===== src/design/lasm_pkg.sv =====
/*
 * lasm_pkg: register map, field positions, reset values and bus carriers
 * for the link alarm status masking block.
 * assumes an APB slave with 32-bit data and word-aligned registers.
 */
package lasm_pkg;
  // register indices as printed; byte address is four times the index
  localparam logic [15:0] LASM_IDX_TX_EN = 16'h9001;
  localparam logic [15:0] LASM_IDX_MASTER = 16'h9002;
  localparam logic [15:0] LASM_IDX_RX_EN = 16'h9003;
  // own registers: organisation identifier, fault status, irq status and mask
  localparam logic [15:0] LASM_IDX_ORG_ID = 16'h9000;
  localparam logic [15:0] LASM_IDX_FAULT = 16'h9004;
  localparam logic [15:0] LASM_IDX_IRQ_STAT = 16'h9005;
  localparam logic [15:0] LASM_IDX_IRQ_MASK = 16'h9006;
  localparam int LASM_ADDR_W = 18;
  localparam int LASM_REG_W = 16;
  // master control fields
  localparam int LASM_M_RX_BIT = 2;
  localparam int LASM_M_TX_BIT = 1;
  // reset values
  localparam logic [15:0] LASM_RX_EN_RST = 16'h0239;
  localparam logic [15:0] LASM_TX_EN_RST = 16'h03D9;
  localparam logic [15:0] LASM_MASTER_RST = 16'h0000;
  localparam logic [15:0] LASM_RX_WRITABLE = 16'h07FF;
  localparam logic [15:0] LASM_TX_WRITABLE = 16'h07FF;
  localparam logic [15:0] LASM_MASTER_WRITABLE = 16'h00FE;
  // interrupt status bits
  localparam int LASM_IRQ_W = 3;
  localparam int LASM_IRQ_RX = 0;
  localparam int LASM_IRQ_TX = 1;
  localparam int LASM_IRQ_ALARM = 2;

  // apb request carrier
  typedef struct packed {
    logic psel;
    logic penable;
    logic pwrite;
    logic [LASM_ADDR_W-1:0] paddr;
    logic [31:0] pwdata;
  } lasm_apb_req_t;

  // fault inputs carrier
  typedef struct packed {
    logic [15:0] rx;
    logic [15:0] tx;
  } lasm_faults_t;
endpackage


===== src/design/lasm_top.sv =====
/*
 * lasm_top: link alarm status masking, APB register file, alarm output
 * and a sticky interrupt block.
 * assumes fault inputs arrive from outside the mclk domain and are
 * synchronised here; APB master on mclk; rstn synchronous active low.
 */
// The APB slave port was left to the implementer.
`timescale 1ns/1ns
// Summary of operation
// - alarm output is active low and asserts on a possible link problem.
// - alarm asserts only for fault conditions software has enabled.
// - receive enable register at index 0x9003 selects receive faults.
// - transmit enable register at index 0x9001 selects transmit faults.
// - master control at index 0x9002 gates receive and transmit alarms.
// - all three control registers are sixteen bits; enable bits 10:0 and master bits 7:1 settable.
// - master bit 2 enables receive, bit 1 transmit; both reset to zero.
// - receive bits 9, 5, 4 default to one.
// - receive bits 3 and 0 always present, default one.
// - transmit bits 9, 8, 7 default to one.
// - transmit bits 6, 4, 3, 0 default to one.
// - device holds an organisation identifier readable by the host.
module lasm_top
  import lasm_pkg::*;
#(
  parameter logic [31:0] ORG_ID = 32'h00C0FFEE // arbitrary value
) (
  // clock and reset
  input wire logic mclk,
  input wire logic rstn,
  // apb slave
  input wire logic psel,
  input wire logic penable,
  input wire logic pwrite,
  input wire logic [LASM_ADDR_W-1:0] paddr,
  input wire logic [31:0] pwdata,
  output logic [31:0] prdata,
  output logic pready,
  output logic pslverr,
  // fault conditions from the transceiver
  input wire logic [15:0] rx_fault,
  input wire logic [15:0] tx_fault,
  // alarm and interrupt
  output logic link_alarm_output_n,
  output logic irq
);

  // decode helper: register index to byte address match
  function automatic logic hit(input logic [LASM_ADDR_W-1:0] a, input logic [15:0] idx);
    hit = (a == {idx, 2'b00});
  endfunction

  lasm_apb_req_t req;
  lasm_faults_t s1, s2, s3, flt_r;
  logic [15:0] rx_en_r, tx_en_r, master_r;
  logic [LASM_IRQ_W-1:0] irq_stat_r, irq_mask_r, irq_stat_nxt, ev;
  logic [31:0] prdata_r, rdata;
  logic alarm_r, rx_act, tx_act, alarm_nxt, prev_rx, prev_tx;
  logic wr, rd, h_rx, h_tx, h_m, h_id, h_f, h_is, h_im, mapped;

  // bus request and decode
  assign req = '{psel: psel, penable: penable, pwrite: pwrite, paddr: paddr, pwdata: pwdata};
  assign h_rx = hit(req.paddr, LASM_IDX_RX_EN);
  assign h_tx = hit(req.paddr, LASM_IDX_TX_EN);
  assign h_m = hit(req.paddr, LASM_IDX_MASTER);
  assign h_id = hit(req.paddr, LASM_IDX_ORG_ID);
  assign h_f = hit(req.paddr, LASM_IDX_FAULT);
  assign h_is = hit(req.paddr, LASM_IDX_IRQ_STAT);
  assign h_im = hit(req.paddr, LASM_IDX_IRQ_MASK);
  assign mapped = h_rx | h_tx | h_m | h_id | h_f | h_is | h_im;
  assign wr = req.psel & req.penable & req.pwrite & mapped;
  assign rd = req.psel & ~req.penable & ~req.pwrite;
  assign pready = 1'b1;
  assign pslverr = req.psel & req.penable & ~mapped;
  assign prdata = prdata_r;

  // read mux, registered in setup so data stands during access
  assign rdata = h_rx ? {16'h0000, rx_en_r} :
                 h_tx ? {16'h0000, tx_en_r} :
                 h_m ? {16'h0000, master_r} :
                 h_id ? ORG_ID :
                 h_f ? {flt_r.tx, flt_r.rx} :
                 h_is ? {29'h0, irq_stat_r} :
                 h_im ? {29'h0, irq_mask_r} : 32'h0000_0000;

  // fault synchronisers, change taken when stages two and three agree
  always_ff @(posedge mclk) begin
    if (!rstn) begin
      s1 <= '0;
      s2 <= '0;
      s3 <= '0;
      flt_r <= '0;
    end else begin
      s1 <= '{rx: rx_fault, tx: tx_fault};
      s2 <= s1;
      s3 <= s2;
      if (s2 == s3) flt_r <= s3;
    end
  end

  // alarm combine
  assign rx_act = |(flt_r.rx & rx_en_r) & master_r[LASM_M_RX_BIT];
  assign tx_act = |(flt_r.tx & tx_en_r) & master_r[LASM_M_TX_BIT];
  assign alarm_nxt = rx_act | tx_act;
  assign link_alarm_output_n = ~alarm_r;

  // interrupt events: rising edges of the gated alarms
  assign ev = {alarm_nxt & ~alarm_r, tx_act & ~prev_tx, rx_act & ~prev_rx};
  assign irq_stat_nxt = (irq_stat_r & ~((wr & h_is) ? req.pwdata[LASM_IRQ_W-1:0] : '0)) | ev;
  assign irq = |(irq_stat_r & irq_mask_r);

  // control registers
  always_ff @(posedge mclk) begin
    if (!rstn) begin
      rx_en_r <= LASM_RX_EN_RST;
      tx_en_r <= LASM_TX_EN_RST;
      master_r <= LASM_MASTER_RST;
      irq_mask_r <= '0;
    end else if (wr) begin
      if (h_rx) rx_en_r <= req.pwdata[15:0] & LASM_RX_WRITABLE;
      if (h_tx) tx_en_r <= req.pwdata[15:0] & LASM_TX_WRITABLE;
      if (h_m) master_r <= req.pwdata[15:0] & LASM_MASTER_WRITABLE;
      if (h_im) irq_mask_r <= req.pwdata[LASM_IRQ_W-1:0];
    end
  end

  // status, alarm and read data
  always_ff @(posedge mclk) begin
    if (!rstn) begin
      alarm_r <= 1'b0;
      prev_rx <= 1'b0;
      prev_tx <= 1'b0;
      irq_stat_r <= '0;
      prdata_r <= 32'h0000_0000;
    end else begin
      alarm_r <= alarm_nxt;
      prev_rx <= rx_act;
      prev_tx <= tx_act;
      irq_stat_r <= irq_stat_nxt; // set wins over clear
      if (rd) prdata_r <= rdata;
    end
  end

  // checks
  property p_alarm_low;
    @(posedge mclk) disable iff (!rstn) alarm_nxt |=> !link_alarm_output_n;
  endproperty
  a_alarm_low: assert property (p_alarm_low) else $error("alarm not driven low");
  property p_gated;
    @(posedge mclk) disable iff (!rstn)
      (master_r[LASM_M_RX_BIT] == 1'b0 && master_r[LASM_M_TX_BIT] == 1'b0) |=> link_alarm_output_n;
  endproperty
  a_gated: assert property (p_gated) else $error("alarm with global enables off");
  property p_rx_write;
    @(posedge mclk) disable iff (!rstn) (wr && h_rx) |=> rx_en_r == ($past(req.pwdata[15:0]) & LASM_RX_WRITABLE);
  endproperty
  a_rx_write: assert property (p_rx_write) else $error("receive enable not written");
  property p_tx_write;
    @(posedge mclk) disable iff (!rstn) (wr && h_tx) |=> tx_en_r == ($past(req.pwdata[15:0]) & LASM_TX_WRITABLE);
  endproperty
  a_tx_write: assert property (p_tx_write) else $error("transmit enable not written");
  property p_master_write;
    @(posedge mclk) disable iff (!rstn)
      (wr && h_m) |=> master_r[LASM_M_RX_BIT:LASM_M_TX_BIT] == $past(req.pwdata[2:1]);
  endproperty
  a_master_write: assert property (p_master_write) else $error("master control not written");
  property p_width;
    @(posedge mclk) disable iff (!rstn) (rd && (h_rx || h_tx || h_m)) |=> prdata[31:16] == 16'h0000;
  endproperty
  a_width: assert property (p_width) else $error("control register wider than 16 bits");
  property p_reset_vals;
    @(posedge mclk) $rose(rstn) |-> rx_en_r == LASM_RX_EN_RST && tx_en_r == LASM_TX_EN_RST && master_r == 16'h0000;
  endproperty
  a_reset_vals: assert property (p_reset_vals) else $error("bad reset values");
  property p_id;
    @(posedge mclk) disable iff (!rstn) (rd && h_id) |=> prdata == ORG_ID;
  endproperty
  a_id: assert property (p_id) else $error("identifier read wrong");
  property p_combine;
    @(posedge mclk) disable iff (!rstn)
      ((|(flt_r.rx & rx_en_r)) && master_r[LASM_M_RX_BIT]) |=> ##1 !link_alarm_output_n || !$past(rx_act);
  endproperty
  a_combine: assert property (p_combine) else $error("enabled receive fault missed");

  // alarm combine checks: each gated path alone pulls the pin low
  // receive path active drives the pin low next cycle
  property p_rx_path;
    @(posedge mclk) disable iff (!rstn) rx_act |=> !link_alarm_output_n;
  endproperty
  a_rx_path: assert property (p_rx_path) else $error("receive alarm path missed");
  // transmit path active drives the pin low next cycle
  property p_tx_path;
    @(posedge mclk) disable iff (!rstn) tx_act |=> !link_alarm_output_n;
  endproperty
  a_tx_path: assert property (p_tx_path) else $error("transmit alarm path missed");
  // no synchronised fault, no alarm
  property p_quiet;
    @(posedge mclk) disable iff (!rstn) (flt_r == '0) |=> link_alarm_output_n;
  endproperty
  a_quiet: assert property (p_quiet) else $error("alarm without any fault");
  // receive faults that are not enabled never raise the alarm
  property p_rx_masked;
    @(posedge mclk) disable iff (!rstn) (!tx_act && (flt_r.rx & rx_en_r) == '0) |=> link_alarm_output_n;
  endproperty
  a_rx_masked: assert property (p_rx_masked) else $error("alarm from disabled receive fault");
  // transmit faults that are not enabled never raise the alarm
  property p_tx_masked;
    @(posedge mclk) disable iff (!rstn) (!rx_act && (flt_r.tx & tx_en_r) == '0) |=> link_alarm_output_n;
  endproperty
  a_tx_masked: assert property (p_tx_masked) else $error("alarm from disabled transmit fault");

  // register file checks: reserved bits stay zero, reads leave state alone
  // receive enable reserved bits stay clear
  property p_rx_reserved;
    @(posedge mclk) disable iff (!rstn) (rx_en_r & ~LASM_RX_WRITABLE) == '0;
  endproperty
  a_rx_reserved: assert property (p_rx_reserved) else $error("receive enable reserved bit set");
  // transmit enable reserved bits stay clear
  property p_tx_reserved;
    @(posedge mclk) disable iff (!rstn) (tx_en_r & ~LASM_TX_WRITABLE) == '0;
  endproperty
  a_tx_reserved: assert property (p_tx_reserved) else $error("transmit enable reserved bit set");
  // master control reserved bits stay clear
  property p_m_reserved;
    @(posedge mclk) disable iff (!rstn) (master_r & ~LASM_MASTER_WRITABLE) == '0;
  endproperty
  a_m_reserved: assert property (p_m_reserved) else $error("master reserved bit set");
  // a read access never disturbs the enables
  property p_read_clean;
    @(posedge mclk) disable iff (!rstn) (psel && penable && !pwrite) |=> $stable(rx_en_r) && $stable(tx_en_r);
  endproperty
  a_read_clean: assert property (p_read_clean) else $error("read changed an enable");
  // mask register takes the written value
  property p_mask_write;
    @(posedge mclk) disable iff (!rstn) (wr && h_im) |=> irq_mask_r == $past(req.pwdata[LASM_IRQ_W-1:0]);
  endproperty
  a_mask_write: assert property (p_mask_write) else $error("irq mask not written");

  // bus checks: zero wait states, error only on unmapped access
  // slave always ready
  property p_ready;
    @(posedge mclk) disable iff (!rstn) pready;
  endproperty
  a_ready: assert property (p_ready) else $error("pready low");
  // unmapped access flags an error
  property p_slverr;
    @(posedge mclk) disable iff (!rstn) (psel && penable && !mapped) |-> pslverr;
  endproperty
  a_slverr: assert property (p_slverr) else $error("unmapped access without error");
  // mapped access never flags an error
  property p_no_slverr;
    @(posedge mclk) disable iff (!rstn) mapped |-> !pslverr;
  endproperty
  a_no_slverr: assert property (p_no_slverr) else $error("error on mapped access");
  // unmapped reads return zero
  property p_unmapped_rd;
    @(posedge mclk) disable iff (!rstn) (rd && !mapped) |=> prdata == '0;
  endproperty
  a_unmapped_rd: assert property (p_unmapped_rd) else $error("unmapped read not zero");
  // read data stands until the next setup-cycle read
  property p_rd_stands;
    @(posedge mclk) disable iff (!rstn) !rd |=> $stable(prdata);
  endproperty
  a_rd_stands: assert property (p_rd_stands) else $error("read data changed outside setup");
  // fault status reads the synchronised levels
  property p_fault_rd;
    @(posedge mclk) disable iff (!rstn) (rd && h_f) |=> prdata == {$past(flt_r.tx), $past(flt_r.rx)};
  endproperty
  a_fault_rd: assert property (p_fault_rd) else $error("fault status read wrong");

  // synchroniser and interrupt checks
  // synchronised faults only move when stages two and three agree
  property p_sync_hold;
    @(posedge mclk) disable iff (!rstn) (s2 != s3) |=> flt_r == $past(flt_r);
  endproperty
  a_sync_hold: assert property (p_sync_hold) else $error("fault taken before agreement");
  // receive alarm rise sets its sticky bit
  property p_rx_event;
    @(posedge mclk) disable iff (!rstn) $rose(rx_act) |=> irq_stat_r[LASM_IRQ_RX];
  endproperty
  a_rx_event: assert property (p_rx_event) else $error("receive event lost");
  // transmit alarm rise sets its sticky bit
  property p_tx_event;
    @(posedge mclk) disable iff (!rstn) $rose(tx_act) |=> irq_stat_r[LASM_IRQ_TX];
  endproperty
  a_tx_event: assert property (p_tx_event) else $error("transmit event lost");
  // alarm pin falling sets the alarm sticky bit
  property p_alarm_event;
    @(posedge mclk) disable iff (!rstn) $rose(alarm_r) |-> irq_stat_r[LASM_IRQ_ALARM];
  endproperty
  a_alarm_event: assert property (p_alarm_event) else $error("alarm event lost");
  // set wins over a clear in the same cycle
  property p_set_wins;
    @(posedge mclk) disable iff (!rstn) (ev[LASM_IRQ_RX] && wr && h_is) |=> irq_stat_r[LASM_IRQ_RX];
  endproperty
  a_set_wins: assert property (p_set_wins) else $error("clear beat a new event");
  // sticky bit holds until written with a one
  property p_sticky;
    @(posedge mclk) disable iff (!rstn)
      (irq_stat_r[LASM_IRQ_ALARM] && !(wr && h_is && req.pwdata[LASM_IRQ_ALARM])) |=> irq_stat_r[LASM_IRQ_ALARM];
  endproperty
  a_sticky: assert property (p_sticky) else $error("status bit lost");
  // irq high while an unmasked status bit is set
  property p_irq_on;
    @(posedge mclk) disable iff (!rstn) ((irq_stat_r & irq_mask_r) != '0) |-> irq;
  endproperty
  a_irq_on: assert property (p_irq_on) else $error("irq missing");

  // covers for the main scenarios
  c_rx_alarm: cover property (@(posedge mclk) disable iff (!rstn) rx_act ##1 !link_alarm_output_n);
  c_tx_alarm: cover property (@(posedge mclk) disable iff (!rstn) tx_act ##1 !link_alarm_output_n);
  c_irq: cover property (@(posedge mclk) disable iff (!rstn) $rose(irq));
  c_clear: cover property (@(posedge mclk) disable iff (!rstn) (wr && h_is) ##1 !irq);
endmodule


===== config.mk =====
export PLATFORM = sky130hd
export DESIGN_NAME = lasm_top
export DESIGN_NICKNAME = d
export VERILOG_FILES = /design/src/design/lasm_pkg.sv /design/src/design/lasm_top.sv
export SDC_FILE = /design/constraint.sdc
export NUM_CORES = 1
export LEC_CHECK = 0
export BUFFER_PORTS_ARGS = -buffer_cell sky130_fd_sc_hd__buf_2
export CORE_ASPECT_RATIO = 0.7
export CORE_MARGIN = 10
export CORE_UTILIZATION = 51
export CTS_BUF_LIST = sky130_fd_sc_hd__clkbuf_8
export DETAILED_ROUTE_END_ITERATION = 10
export PLACE_DENSITY = 0.76
export SLEW_MARGIN = 0
export SYNTH_ARGS = -nofsm -noshare
export SYNTH_HDL_FRONTEND = slang
export SYNTH_SLANG_ARGS = --single-unit
export TNS_END_PERCENT = 1

===== constraint.sdc =====
create_clock -name mclk -period 3.5 [get_ports mclk]
set_input_delay 0.35 -clock mclk [delete_from_list [all_inputs] [get_ports mclk]]
set_output_delay 0.35 -clock mclk [all_outputs]
set_load 0.01 [all_outputs]

==> run summary <==
Clk pwr share - 34.5%
Reg clk slew, reported paths - 0.09 ns
Total die area - 0.02000 mm^2
Post-Syn Area - 0.007483 mm^2
Placed cell areas - 0.008069 mm^2
Post-CTS Setup Bufs - 0
Sequential area share after synthesis - 52.97%
Async set or reset register ratio after synthesis - 0%
Hold Path Depth - 2
Final hold slack - 0.08359 ns
Fillers - 1,270
Layout Cells excl Fill - 1,076
P_sw - 936.3 uW
Vias in the first global route - 5,545
Vias per cell - 5.362
Longest Clk Path Bufs - 2
Pre-antenna DRT Iters - 7
Syn Inst Count - 794
Maximum clock rate - 454.9 MHz
Cell Rows - 36
Final #Nets - 960
Setup violations, final - 0
Gate power share - 5.5%
Hold wc startpoint - rx_fault[9]
Setup TNS - 0 ns
Final Cell Area - 0.008419 mm^2
GRT Residual Overflow - 0
M1 GR Usage - 27.40%
Cell internal pwr - 2935 uW
Antenna cells - 0
TritonCTS buffer count - 17
Worst hold-check path type - in2reg
Root buffer cell - clkbuf_8
Fin. max-slew vios - 0
Startpoint types - flip-flop
Grt peak-use layer - met1
# port buffers - 100
Period utilization - 62.80%
Main synth FF type - dfxtp_1
Relative slew slack - 43.43%
Unrepaired setup endpoints after global routing - no
Max Clock Skew - 0.01985 ns
GR Layer Usage met2 - 26.01%
Mapped Nets - 881
CTS HTree Levels - 4
Peak supply drop - 0.2858 mV
Initial antenna violation count - 0
Yosys reg bits - 198
Clk sinks - 198
Routed len/inst - 17.68 um
CTS tree - yes
First-pass GRT wire length - 29,940 um
Most frequent cells after synthesis - dfxtp_1 (198), nand2_1 (142), and2_1 (96), mux2i_1 (46), a21oi_1 (43)
Final Routed Wirelength - 19,030 um
Total number of vias - 5,770
# IOs - 123
Critical Path Fanout Max - 32
Met3 GRT Util - 7.186%
Synthesis Warnings - 0
Switch share - 24.19%
Number of remaining DRC errors - 0
Most common cell in the netlist - dfxtp_1
Clock Latency Late Sink - 0.47 ns
Placed Cells - 1,044
Share of the synthesized area in the top cell type - 52.97%
GR Util All Layers - 19.06%
Yosys cell types - 58
Initial Utilization - 52.91%
Hold Path Sink - s1[25]
Final Hold Vio Count - 0
Reg power frac - 59.9%
Status - complete, no violations
Syn_area_per_cell - 9.425 um^2
Dpl hpwl - 13,980 um
Core ar. - 0.01414 mm^2
CP required - 3.89 ns
Slowest stage delay, CP - 0.47 ns
Chip width - 164.8 um
R2R setup slack - 1.30 ns
Ratio of cells with drive above 1 in the final layout - 17.16%
Leading post-synthesis cells by cell area - dfxtp_1 (53%), and2_1 (8.0%), nand2_1 (7.1%), mux2i_1 (6.2%), xor2_1 (3.7%)
Worst setup EP type - flip-flop
Post-synth EDFFs - 0
Post-CTS resize count - 0
Antenna Nets Post-Route - 0
Crit-path cells - xor2_1 -> nor4_1 -> nand4_1 -> nor2_4 -> buf_4 -> mux2i_1
Register-to-Register Path Depth - 6
Iter 0 DRT Violations - 538
Lkg Pwr - 0.003387 uW
Final GP Congestion - 0.9732
Cell taking the most area after synthesis - dfxtp_1
PwrDens - 459.8 mW/mm^2
FF-to-FF Start - s3[8]
CP Class - reg2reg
Worst-margin pin slew - 0.8455 ns
Max cap viols - 0
Crit Reg-Reg Endpoint - flt_r[12]
Slowest cell on the critical path - nor4_1
Die boundary height - 121.3 um
CP arrival - 2.59 ns
Area added between synthesis and finish - 12.51%
# hold bufs at CTS - 0
Minimum clock period - 2.198 ns
Largest net degree at the start of global routing - 68
routing by layer:
layer | up-vias | share of wire, %
met5 | - | 0
met1 | 2689 | 46
met3 | 11 | 12
met4 | 0 | 0.47
li1 | 2823 | -
met2 | 247 | 41
per-stage QoR:
stage | setup slack (ns) | power (uW) | util (%)
final | 1.302 | 3871 | 59.53
after global routing | 1.097 | 4013 | 59.53
after CTS | 1.269 | 3887 | 59.53
after detailed placement | 1.115 | 2585 | 57.05
after global placement | 1.129 | 2583 | 57.05
after floorplan | 1.672 | 2494 | -
cells by family after synthesis:
group / share of synthesized area (%)
compound gates: 9.146
xor+xnor: 3.745
buf+inv: 3.327
flops: 52.97
mux: 6.153
other cells: 0.05011
simple gates: 24.61
power groups by stage:
stage	sequential, uW	combinational (uW)	clock, uW
after CTS	2320	214	1350
after global routing	2330	237	1450
after global placement	2370	211	0
after detailed placement	2370	212	0
final	2320	214	1340
after floorplan	2370	126	0
how the worst max path moves through the flow:
stage                     cells after the start  slack [ns]      from         end
final                                         6        1.30     s3[8]   flt_r[12]
after global routing                          6        1.10    s3[15]   flt_r[10]
after CTS                                     6        1.27     s3[8]   flt_r[10]
after detailed placement                      5        1.11      rstn  prdata[13]
after global placement                        5        1.13      rstn  prdata[12]
after floorplan                               6        1.67  paddr[9]  rx_en_r[3]
cells in the final DEF (no fill, tap or decap), types with 4 or more instances in the layout:
cell and instances:
nand2b_1 4, nor3_1 8, o21ai_0 26, clkinvlp_4 4, nand3_1 25, o22ai_1 4
a22oi_1 8, clkbuf_8 17, and2_1 96, nor4_1 12, xor2_1 32, dfxtp_1 198
and3_1 4, nor2_1 26, o21ai_1 8, nand2_1 142, mux2i_1 46, buf_2 99
buf_4 8, inv_1 13, a21oi_1 43
worst max-delay path: cells and delay by family, from the launching register on:
family                 cells  cell delay [ns]
buffers and inverters      1             0.47
flip-flops                 1             0.34
multiplexers               1             0.26
AND/OR/NAND/NOR            3             0.88
XOR/XNOR                   1             0.16
final cells by class:
cell class              instances  area [um^2]  share of cell area, %
multi-input cells             540         3278                  38.94
clock inverters                15        116.4                  1.382
well taps                     190        237.7                  2.824
inverters                       9        33.78                 0.4012
clock buffers                  17        234.0                  2.779
flip-flops and latches        198         3964                  47.08
repair buffers                107        555.5                  6.598
registers in the layout, indices dropped and copies added (netlist names):
register / cells
prdata: 32
s2: 32
flt_r: 32
tx_en_r: 11
s3: 32
irq_mask_r: 3
s1: 32
prev_tx: 1
alarm_r: 1
irq_stat_r: 3
master_r: 7
rx_en_r: 11
prev_rx: 1
Power figures use the tool's default switching activity.
